==> src/verilog/fos_pkg.sv <==
package fos_pkg;

	////////////////////////////////////////////////////////////////////////////////
	// status word layout, bit 7 down to bit 0
	typedef struct packed {
		logic ctlIdle;
		logic erasePaused;
		logic eraseFail;
		logic programFail;
		logic enableVoltageFault;
		logic programPaused;
		logic lockedBlockFault;
		logic reservedLowBit;
	} fos_status_t;

	localparam int unsigned CTL_IDLE_BIT     = 7;
	localparam int unsigned RESERVED_LOW_BIT = 0;

	localparam fos_status_t STATUS_RESET = fos_status_t'(8'h80);
	localparam logic [7:0]  OE_BUSY_MASK = 8'h80;
	localparam logic [7:0]  OE_ALL_MASK  = 8'hff;
	localparam logic [7:0]  OE_NONE_MASK = 8'h00;

	////////////////////////////////////////////////////////////////////////////////
	// decoded commands from the command interface
	typedef enum logic [3:0] {
		CMD_NONE       = 4'h0,
		CMD_PROGRAM    = 4'h1,
		CMD_ERASE      = 4'h2,
		CMD_PROTECT    = 4'h3,
		CMD_UNPROTECT  = 4'h4,
		CMD_SUSPEND    = 4'h5,
		CMD_RESUME     = 4'h6,
		CMD_CLEAR      = 4'h7,
		CMD_RD_STATUS  = 4'h8,
		CMD_RD_ARRAY   = 4'h9
	} fos_cmd_t;

	// controller state, gray along idle, busy, suspending, paused
	typedef enum logic [1:0] {
		CTL_IDLE    = 2'b00,
		CTL_BUSY    = 2'b01,
		CTL_SUSPEND = 2'b11,
		CTL_PAUSED  = 2'b10
	} fos_ctl_t;

	typedef enum logic [1:0] {
		RD_ASYNC       = 2'h0,
		RD_SINGLE_SYNC = 2'h1,
		RD_BURST       = 2'h2
	} fos_rdmode_t;

	// requests to the array algorithm engine, one-cycle pulses
	typedef struct packed {
		logic start;
		logic resume;
		logic suspend;
		logic isErase;
	} fos_eng_req_t;

	typedef struct packed {
		logic done;
		logic fail;
		logic paused;
	} fos_eng_rsp_t;

	typedef struct packed {
		logic ceN;
		logic oeN;
		logic cycle;
		logic refresh;
	} fos_rd_state_t;

	typedef struct packed {
		fos_ctl_t     ctl;
		fos_status_t  flags;
		logic [7:0]   shown;
		logic [7:0]   oeMask;
		logic         statusMode;
		fos_rdmode_t  rdMode;
		fos_eng_req_t eng;
		logic         curErase;
	} fos_state_t;

	localparam fos_rd_state_t RD_STATE_RESET = fos_rd_state_t'(4'hc);

endpackage

==> src/verilog/fos_status_reporter.sv <==
// Overview of operation
// RULE1 - status byte is driven on the low byte of the data lines
// RULE2 - program, erase, protect, unprotect or resume commands switch reads to status
// RULE3 - status mode returns the status byte whatever address is presented
// RULE4 - status reads use asynchronous or single synchronous cycles only, never burst
// RULE5 - back in array mode, read behaviour follows the configuration register again
// RULE6 - while busy, shown status refreshes only at a new read cycle
// RULE7 - the four error flags are sticky until clear command or reset
// RULE8 - idle flag low while busy with other bits floating, high when inactive
// RULE9 - after suspend the idle flag stays low until the controller pauses
// RULE10 - host polls idle flag, then checks the error flags
// RULE11 - erase paused flag high while erase suspended, low after resume
// RULE12 - program paused flag high while program suspended, low after resume
// RULE13 - controller may finish instead of suspending; pause flags valid only when idle
// RULE14 - erase verify failure after maximum pulses sets erase fail only
// RULE15 - erase or unprotect with enable pin low sets erase and voltage faults
// RULE16 - erase on a locked block sets erase fail and locked fault
// RULE17 - wrong command sequence sets both program fail and erase fail
// RULE18 - program verify failure after maximum pulses sets program fail only
// RULE19 - program or protect with enable pin low sets program and voltage faults
// RULE20 - program on a locked block sets program fail and locked fault
// RULE21 - voltage fault records any operation tried with enable pin low; code sets it only for an accepted start without a sequence error
// RULE22 - a left set error flag makes new operations appear to fail
// RULE23 - bit zero is reserved and reads zero
// RULE24 - program suspended inside erase suspend shows both paused flags, no errors
// RULE25 - reset clears errors and paused flags, idle flag high
`timescale 1ns/1ps
module fos_status_reporter (
	input  wire logic                   core_clk,
	input  wire logic                   srst,
	input  wire logic                   cmdValid,
	input  wire fos_pkg::fos_cmd_t      cmd,
	input  wire logic                   cmdSeqError,
	input  wire logic                   targetLocked,
	input  wire logic                   programEraseEnablePin,
	input  wire fos_pkg::fos_rdmode_t   cfgReadMode,
	input  wire logic                   ceN,
	input  wire logic                   oeN,
	input  wire fos_pkg::fos_eng_rsp_t  engRsp,
	output fos_pkg::fos_eng_req_t       engReq,
	output logic [7:0]                  lowByteDataLines,
	output logic [7:0]                  lowByteOe,
	output logic                        statusMode,
	output fos_pkg::fos_rdmode_t        busReadMode
);

	////////////////////////////////////////////////////////////////////////////////
	// read cycle detection

	logic readActive;
	logic refresh;

	fos_read_cycle uRead (
		.core_clk   (core_clk),
		.srst       (srst),
		.ceN        (ceN),
		.oeN        (oeN),
		.readActive (readActive),
		.refresh    (refresh)
	);

	////////////////////////////////////////////////////////////////////////////////
	// state

	fos_pkg::fos_state_t q;
	fos_pkg::fos_state_t d;

	logic isStart;
	logic eraseKind;
	logic lockCheck;
	logic anySticky;
	logic canStart;
	logic busyNow;

	always_comb begin
		isStart   = cmdValid && (cmd == fos_pkg::CMD_PROGRAM || cmd == fos_pkg::CMD_ERASE ||
			cmd == fos_pkg::CMD_PROTECT || cmd == fos_pkg::CMD_UNPROTECT);
		eraseKind = (cmd == fos_pkg::CMD_ERASE) || (cmd == fos_pkg::CMD_UNPROTECT);
		lockCheck = (cmd == fos_pkg::CMD_PROGRAM) || (cmd == fos_pkg::CMD_ERASE);
		anySticky = q.flags.eraseFail || q.flags.programFail ||
			q.flags.enableVoltageFault || q.flags.lockedBlockFault;
		busyNow   = (q.ctl == fos_pkg::CTL_BUSY) || (q.ctl == fos_pkg::CTL_SUSPEND);
		// new work only when idle, or a program while an erase sits suspended
		canStart  = (q.ctl == fos_pkg::CTL_IDLE) ||
			((q.ctl == fos_pkg::CTL_PAUSED) && q.flags.erasePaused &&
			!q.flags.programPaused && (cmd == fos_pkg::CMD_PROGRAM));
	end

	always_comb begin
		d     = q;
		d.eng = '0;

		// clear first so that any set below in the same cycle wins
		if (cmdValid && cmd == fos_pkg::CMD_CLEAR) begin
			d.flags.eraseFail          = 1'b0; // [RULE7]
			d.flags.programFail        = 1'b0; // [RULE7]
			d.flags.enableVoltageFault = 1'b0; // [RULE7]
			d.flags.lockedBlockFault   = 1'b0; // [RULE7]
		end

		if (cmdValid && cmd == fos_pkg::CMD_RD_STATUS) begin
			d.statusMode = 1'b1;
		end
		if (cmdValid && cmd == fos_pkg::CMD_RD_ARRAY) begin
			d.statusMode = 1'b0; // [RULE5]
		end

		case (q.ctl)
			fos_pkg::CTL_IDLE, fos_pkg::CTL_PAUSED: begin
				if (isStart && canStart) begin
					d.statusMode = 1'b1; // [RULE2]
					if (cmdSeqError) begin
						d.flags.programFail = 1'b1; // [RULE17]
						d.flags.eraseFail   = 1'b1; // [RULE17]
					end else if (!programEraseEnablePin) begin
						d.flags.enableVoltageFault = 1'b1; // [RULE21]
						if (eraseKind) begin
							d.flags.eraseFail = 1'b1; // [RULE15]
						end else begin
							d.flags.programFail = 1'b1; // [RULE19]
						end
					end else if (targetLocked && lockCheck) begin
						d.flags.lockedBlockFault = 1'b1;
						if (eraseKind) begin
							d.flags.eraseFail = 1'b1; // [RULE16]
						end else begin
							d.flags.programFail = 1'b1; // [RULE20]
						end
					end else if (!anySticky) begin // [RULE22]
						d.ctl         = fos_pkg::CTL_BUSY;
						d.eng.start   = 1'b1;
						d.eng.isErase = eraseKind;
						d.curErase    = eraseKind;
					end
				end else if (cmdValid && cmd == fos_pkg::CMD_RESUME &&
					q.ctl == fos_pkg::CTL_PAUSED) begin
					d.statusMode = 1'b1; // [RULE2]
					d.ctl        = fos_pkg::CTL_BUSY;
					d.eng.resume = 1'b1;
					// innermost suspension resumes first
					if (q.flags.programPaused) begin
						d.flags.programPaused = 1'b0; // [RULE12]
						d.curErase            = 1'b0;
					end else begin
						d.flags.erasePaused = 1'b0; // [RULE11]
						d.curErase          = 1'b1;
					end
					d.eng.isErase = d.curErase;
				end
			end
			fos_pkg::CTL_BUSY, fos_pkg::CTL_SUSPEND: begin
				if (engRsp.done) begin
					// finishing beats a pending suspend
					d.ctl = q.flags.erasePaused ? fos_pkg::CTL_PAUSED : fos_pkg::CTL_IDLE; // [RULE13]
					if (engRsp.fail) begin
						if (q.curErase) begin
							d.flags.eraseFail = 1'b1; // [RULE14]
						end else begin
							d.flags.programFail = 1'b1; // [RULE18]
						end
					end
				end else if (q.ctl == fos_pkg::CTL_SUSPEND) begin
					if (engRsp.paused) begin
						d.ctl = fos_pkg::CTL_PAUSED; // [RULE9]
						if (q.curErase) begin
							d.flags.erasePaused = 1'b1; // [RULE11]
						end else begin
							d.flags.programPaused = 1'b1; // [RULE12] [RULE24]
						end
					end
				end else if (cmdValid && cmd == fos_pkg::CMD_SUSPEND) begin
					d.ctl         = fos_pkg::CTL_SUSPEND;
					d.eng.suspend = 1'b1;
					d.eng.isErase = q.curErase;
				end
			end
			default: begin
				d.ctl = fos_pkg::CTL_IDLE;
			end
		endcase

		d.flags.ctlIdle        = (d.ctl == fos_pkg::CTL_IDLE) ||
			(d.ctl == fos_pkg::CTL_PAUSED); // [RULE8]
		d.flags.reservedLowBit = 1'b0; // [RULE23]

		// live while inactive, frozen during work until a new read cycle
		if (refresh || !busyNow) begin
			d.shown = q.flags; // [RULE6]
		end

		// status drives no matter what address is on the bus
		if (readActive && d.statusMode) begin // [RULE3]
			d.oeMask = busyNow ? fos_pkg::OE_BUSY_MASK : fos_pkg::OE_ALL_MASK; // [RULE8]
		end else begin
			d.oeMask = fos_pkg::OE_NONE_MASK;
		end

		if (d.statusMode && cfgReadMode == fos_pkg::RD_BURST) begin
			d.rdMode = fos_pkg::RD_SINGLE_SYNC; // [RULE4]
		end else begin
			d.rdMode = cfgReadMode; // [RULE5]
		end
	end

	always_ff @(posedge core_clk) begin
		if (srst) begin
			q            <= '0;
			q.ctl        <= fos_pkg::CTL_IDLE;
			q.flags      <= fos_pkg::STATUS_RESET; // [RULE25]
			q.shown      <= fos_pkg::STATUS_RESET;
			q.rdMode     <= fos_pkg::RD_ASYNC;
		end else begin
			q <= d;
		end
	end

	////////////////////////////////////////////////////////////////////////////////
	// outputs

	assign engReq           = q.eng;
	assign lowByteDataLines = q.shown; // [RULE1]
	assign lowByteOe        = q.oeMask;
	assign statusMode       = q.statusMode;
	assign busReadMode      = q.rdMode;
endmodule

==> src/verilog/fos_read_cycle.sv <==
`timescale 1ns/1ps
module fos_read_cycle (
	input  wire logic core_clk,
	input  wire logic srst,
	input  wire logic ceN,
	input  wire logic oeN,
	output logic      readActive,
	output logic      refresh
);

	fos_pkg::fos_rd_state_t q;
	fos_pkg::fos_rd_state_t d;

	// a refresh marks the start of a read: ce and oe both low after either one was high
	always_comb begin
		d         = q;
		d.ceN     = ceN;
		d.oeN     = oeN;
		d.cycle   = !ceN && !oeN;
		d.refresh = !ceN && !oeN && (q.ceN || q.oeN);
	end

	always_ff @(posedge core_clk) begin
		if (srst) begin
			q <= fos_pkg::RD_STATE_RESET;
		end else begin
			q <= d;
		end
	end

	assign readActive = q.cycle;
	assign refresh    = q.refresh;

endmodule

==> config.mk <==
export PLATFORM = sky130hd
export DESIGN_NAME = fos_status_reporter
export DESIGN_NICKNAME = d
export VERILOG_FILES = /design/src/verilog/fos_pkg.sv /design/src/verilog/fos_status_reporter.sv /design/src/verilog/fos_read_cycle.sv
export SDC_FILE = /design/constraint.sdc
export NUM_CORES = 1
export LEC_CHECK = 0
export BUFFER_PORTS_ARGS = -buffer_cell sky130_fd_sc_hd__buf_2
export CORE_AREA = 4 4 56 58
export DETAILED_ROUTE_END_ITERATION = 10
export DIE_AREA = 0 0 60 62
export MAX_ROUTING_LAYER = met4
export PLACE_DENSITY = 0.82
export SLEW_MARGIN = 20
export SYNTH_ARGS = -nofsm -noshare
export SYNTH_HDL_FRONTEND = slang
export SYNTH_SLANG_ARGS = --single-unit
==> constraint.sdc <==
create_clock -name core_clk -period 3.6 [get_ports core_clk]
set_input_delay 0.36 -clock core_clk [delete_from_list [all_inputs] [get_ports core_clk]]
set_output_delay 0.36 -clock core_clk [all_outputs]
set_load 0.02 [all_outputs]
## Word-level counts from Yosys, hierarchy flattened

Index checks and enable logic that the tools add are counted.

- Eq/ne operators: 26
- Multiplexer cells: 67
- Bitwise operators: 5
- Reduce and logical (&&, ||, !) cells: 45

Operators by type and width:

| cell | number |
|---|---|
| 2-bit two-way mux | 26 |
| 1-bit two-way mux | 34 |
| 2-bit != test, second input constant | 12 |
| 4-bit by 3-bit == test with 1-bit output, second input constant | 4 |
| 1-bit logical AND | 16 |
| 1-bit logical OR | 12 |
| 6-bit AND reduction | 2 |
| 2-bit == test, second input constant | 4 |
| 4-bit by 2-bit == test with 1-bit output, second input constant | 2 |
| 4-bit == test, second input constant | 2 |
| 2-bit OR reduction | 4 |
| 7-bit two-way mux | 1 |
| 7-bit AND reduction | 1 |
| 3-bit two-way mux | 2 |
| 3-bit one-hot mux with 2 select lines | 1 |
| 6-bit OR reduction | 1 |
| 1-bit inverter | 5 |
| 4-bit by 1-bit == test with 1-bit output, second input constant | 1 |
| 1-bit zero test | 4 |
| 2-bit zero test | 2 |
| 1-bit one-hot mux with 2 select lines | 2 |
| 2-bit one-hot mux with 2 select lines | 1 |
| 4-bit OR reduction | 1 |
| 3-bit OR reduction | 1 |
| 2 further kinds | 2 |

- Flip-flop bits (word level): 38
- Input bits: 17
- Output and inout port bits: 23
- Logic and storage cells: 166

## Longest topological paths before layout

- Depth in word-level cells: 11
- Mapped depth: 6
- Mapped depth without buffers: 5

## Hierarchy

A second synthesis with hierarchy kept.

- Cell total of the unflattened synthesis: 174
- Area, all modules: 1,508.9 um2

Modules (own cells, without submodules):

| module | instances | cells an instance | area each (um2) | sequential area each (um2) |
|---|---|---|---|---|
| fos_status_reporter | 1 | 166 | 1,398.8 | 520.5 |
| fos_read_cycle | 1 | 8 | 110.1 | 80.1 |

## Worst setup path after synthesis

Ideal clock, no wire load.

- Kind: input to register
- Start: input port cmd[2]
- End: register q (netlist bit engReq[0])
- Library setup time: 84 ps
- Data arrival time: 1,652 ps
- Data required time: 3,516 ps
- Setup slack: 1,864 ps
- Cell stages on the path: 6
- Path buffers: 1
- Path through: buf_6 > or4b_1 > o21ai_2 > nand4_2 > o22a_1 > o31ai_2

- Cells in the longest elaborated chain, start to end: 8
- Elaborated cells between the ends (all ways): 28
- Classes of those cells: eq/ne (6); mux (10); reduce/logical (12)

RTL lines:

| item | line | RTL |
|---|---|---|
| from (decl) | fos_status_reporter.sv:32 | `input wire fos_pkg::fos_cmd_t cmd,` |
| 4-bit by 2-bit == test with 1-bit output (tied with other cells) | fos_status_reporter.sv:76, fos_status_reporter.sv:78, fos_status_reporter.sv:79 |  |
| 1-bit logical OR, on equally long branches | fos_status_reporter.sv:78, fos_status_reporter.sv:76, fos_status_reporter.sv:79 |  |
| 2-bit two-way mux (tied with other cells) | fos_status_reporter.sv:129 | `end else if (!anySticky) begin` |
| 2-bit two-way mux / 1-bit logical OR (equally long branches) | fos_status_reporter.sv:122, fos_status_reporter.sv:77 |  |
| 2-bit two-way mux / 1-bit logical AND (equally long branches) | fos_status_reporter.sv:115, fos_status_reporter.sv:76 |  |
| 2-bit two-way mux / 1-bit logical AND (equally long branches) | fos_status_reporter.sv:112, fos_status_reporter.sv:110 |  |
| 2-bit two-way mux | fos_status_reporter.sv:110 | `if (isStart && canStart) begin` |
| 1-bit one-hot mux with 2 select lines (*) | fos_status_reporter.sv:108 | `case (q.ctl)` |
| to (decl) | fos_status_reporter.sv:65 | `fos_pkg::fos_state_t q;` |

Mark *: on every way between the ends. The rest lies on a longest branch, timed or not. The select of a mux whose other input is x is not followed.
A chain may end at the register's enable or synchronous reset.

## Worst setup path after layout

- Start: register q[26] (netlist bit)
- End: register q (netlist bit engReq[0])

- Cells in the longest elaborated chain, start to end: 7
- Elaborated cells between the ends (all ways): 9
- Classes of those cells: mux (4); reduce/logical (5)

RTL lines:

| item | line | RTL |
|---|---|---|
| 1-bit zero test | fos_status_reporter.sv:86 | `!q.flags.programPaused && (cmd == fos_pkg::CMD_PROGRAM));` |
| 1-bit logical AND | fos_status_reporter.sv:85 | `((q.ctl == fos_pkg::CTL_PAUSED) && q.flags.erasePaused &&` |
| 1-bit logical AND | fos_status_reporter.sv:86 |  |
| 1-bit logical OR | fos_status_reporter.sv:84 | `canStart = (q.ctl == fos_pkg::CTL_IDLE) \|\|` |
| 1-bit logical AND | fos_status_reporter.sv:110 |  |
| 2-bit two-way mux (*) | fos_status_reporter.sv:110 |  |
| 1-bit one-hot mux with 2 select lines (*) | fos_status_reporter.sv:108 |  |

Marks and branches as above.

==> results.ini <==
[global_route]
track_usage = 0.161
grt_overflow = 0
grt_pass1_wl_um = 4220
grt_pass1_vias = 931
antenna_found_initial = 0
grt_max_degree = 29

[critical_path]
critPathBufInv = 0
worstPathRequired_ns = 3.84
crit_fanout = 5
worst-setup-path-type = reg -> reg
worstSetupEndpointType = flip-flop
cp_top_family = simple AND/OR/NAND/NOR gates
cp.arrival_ns = 1.99
crit_chain = or4b_1, o21ai_2, nand4_2, o22a_1, o31ai_2
cpMaxStageDelayCell = or4b_1
cp-start-kind = flip-flop
worst_path_largest_cell_delay_ns = 0.55

[route]
vias = 1111
dr.pass1.iters = 4
via_per_inst = 5.37
drcViolationCount = 0
ant_nets = 0
wl_um = 2760
drt-wirelength-per-cell_um = 13.3
drtIter0Drc = 61

[layout]
area_growth_pct = 5.63
fillers = 252
final_nets = 192
antennaDiodeCount = 0
layout-drive-gt1-share = 0.301
fin_cells = 207
utilization = 0.564

[logic_synthesis]
syn_inst = 161
ys_seq_area_frac = 0.422
synth_area_leaders = dfxtp_1 (42%), buf_4 (12%), nor2_1 (4.7%)
synth_area_leader_cell = dfxtp_1
synth_warnings = 0
synth_edf_count = 0
syn_area_mm2 = 0.00142
synth_cell_types = 43
synth.most_common_cell = dfxtp_1
ys_seq_elements = 30
synthTopCellsByCount = dfxtp_1 (30), buf_4 (22), nor2_1 (18)
synthArstFlopShare = 0
synth_top_flop_cell = dfxtp_1
synth_top_area_share = 0.422
syn_nets = 178
syn_avg_cell_area_um2 = 8.84

[power_and_ir_drop]
p_sw_mw = 0.146
p_total_mw = 0.605
peakVddDrop_mv = 0.230
power.share.combinational = 0.103
p_per_area_mw_per_mm2 = 403
power_leakage_nw = 0.700
clkPwrFrac = 0.328
p_int_mw = 0.459
seq_power_share = 0.569
switching_share = 0.242

[sta]
setup_tns_ns = 0
finalHoldViolations = 0
setup_viol = 0
period_minus_slack_ns = 1.75
max_freq_mhz = 572
rsz0062_at_grt = false
min_period_over_period = 0.486
slew_violations = 0
clock_skew_ns = 0.00363

[clock_network]
cts_sinks = 30
clockBufferDepth = 2
path_clk_slew_ns = 0.08
ctsHoldBuffers = 0
cts_tree = yes
cts-root-buf = clkbuf_4
cts_made_buffers = 5
insertion_delay_ns = 0.32
h-tree-depth = 2
post_cts_buffers = 0
cts_resized = 0

[floorplan]
start_util = 0.534
die_w_um = 60
core-area_mm2 = 0.00266
die_y_um = 62
die_area_mm2 = 0.00372
row_count = 19
io_pins = 40

[run]
maxCapViolations = 0

[status]
status = finished, final reports clean

[place]
place_inst = 199
port_buffers = 38
place.gp.congestion = 0.926
dp_hpwl_um = 2090

[min_path]
hold_path_class = in -> reg

-- metal layers --
| metal | global-route usage | up-vias | wire length, um |
|---|---|---|---|
| li1 | - | 557 | - |
| met1 | 0.194 | 497 | 1170 |
| met2 | 0.244 | 49 | 1270 |
| met3 | 0.0517 | 8 | 266 |
| met4 | 0.0759 | 0 | 55 |
| met5 | - | - | 0 |
-- cell type report --
type / instances / area (um2) / share of cell area
inverters: 4 / 15.0 / 0.00999
clock buffers: 7 / 55.1 / 0.0366
repair buffers: 38 / 190 / 0.127
multi-input cells: 96 / 598 / 0.398
clock inverters: 1 / 5.00 / 0.00333
well taps: 31 / 38.8 / 0.0258
flip-flops and latches: 30 / 601 / 0.400
-- layout by cell type, fill, tap and decap left out, drive strengths merged, types with 2 or more instances in the layout --
cell,n
a21oi,9
a31oi,2
and2,2
and3,3
buf,38
clkbuf,7
dfxtp,30
inv,4
mux2i,6
nand2,9
nand2b,4
nand3,3
nand4,4
nand4b,2
nor2,18
nor3,2
nor3b,2
o21a,2
o21ai,7
or2,2
or4b,2
-- flip-flops by register name (all words and copies together), names as in the netlist, named ones only --
name	count
q	9
lowByteDataLines	7
engReq	4
busReadMode	2
lowByteOe	2
uRead.q	2
statusMode	1
uRead.readActive	1
uRead.refresh	1
-- kinds of logic after synthesis --
family / synth area share
other cells: 0.00264
simple gates: 0.242
buf+inv: 0.157
mux: 0.0422
xor+xnor: 0.0123
flops: 0.422
compound gates: 0.121
-- worst register-to-register path, stage by stage, from the launching register on --
cell and delay, ns:
dfxtp_1 0.37, or4b_1 0.55, o21ai_2 0.18, nand4_2 0.17, o22a_1 0.25, o31ai_2 0.16
-- path summary, 6_finish.rpt --
path                                  to  cells after the start                   from  slack (ns)
max reg2reg         engReq[0]$_SDFF_PP0_                      5     q[26]$_SDFFE_PP0P_        1.85
min reg2reg     uRead.refresh$_SDFF_PP0_                      1  uRead.q[3]$_SDFF_PP1_        0.44
min          uRead.readActive$_SDFF_PP0_                      2                    ceN        0.21
max                 engReq[0]$_SDFF_PP0_                      5     q[26]$_SDFFE_PP0P_        1.85
-- power by group through the flow --
| stage | combinational [mW] | sequential, mW | clock (mW) |
|---|---|---|---|
| after floorplan | 0.0484 | 0.352 | 0 |
| after global placement | 0.0601 | 0.351 | 0 |
| after detailed placement | 0.0619 | 0.352 | 0 |
| after CTS | 0.0623 | 0.344 | 0.207 |
| after global routing | 0.0686 | 0.345 | 0.223 |
| final | 0.0622 | 0.344 | 0.199 |
-- per-stage QoR --
| stage | hold slack, ns | cell area [um2] | setup WS, ns |
|---|---|---|---|
| finish | 0.212 | 1500 | 1.85 |
| CTS | 0.199 | 1500 | 1.86 |
| floorplan | 0.405 | 1420 | 1.86 |
| global route | 0.203 | 1500 | 1.75 |
| detailed placement | 0.420 | 1440 | 1.71 |
| global placement | 0.414 | 1440 | 1.78 |
(Power assumes the default switching activity.)
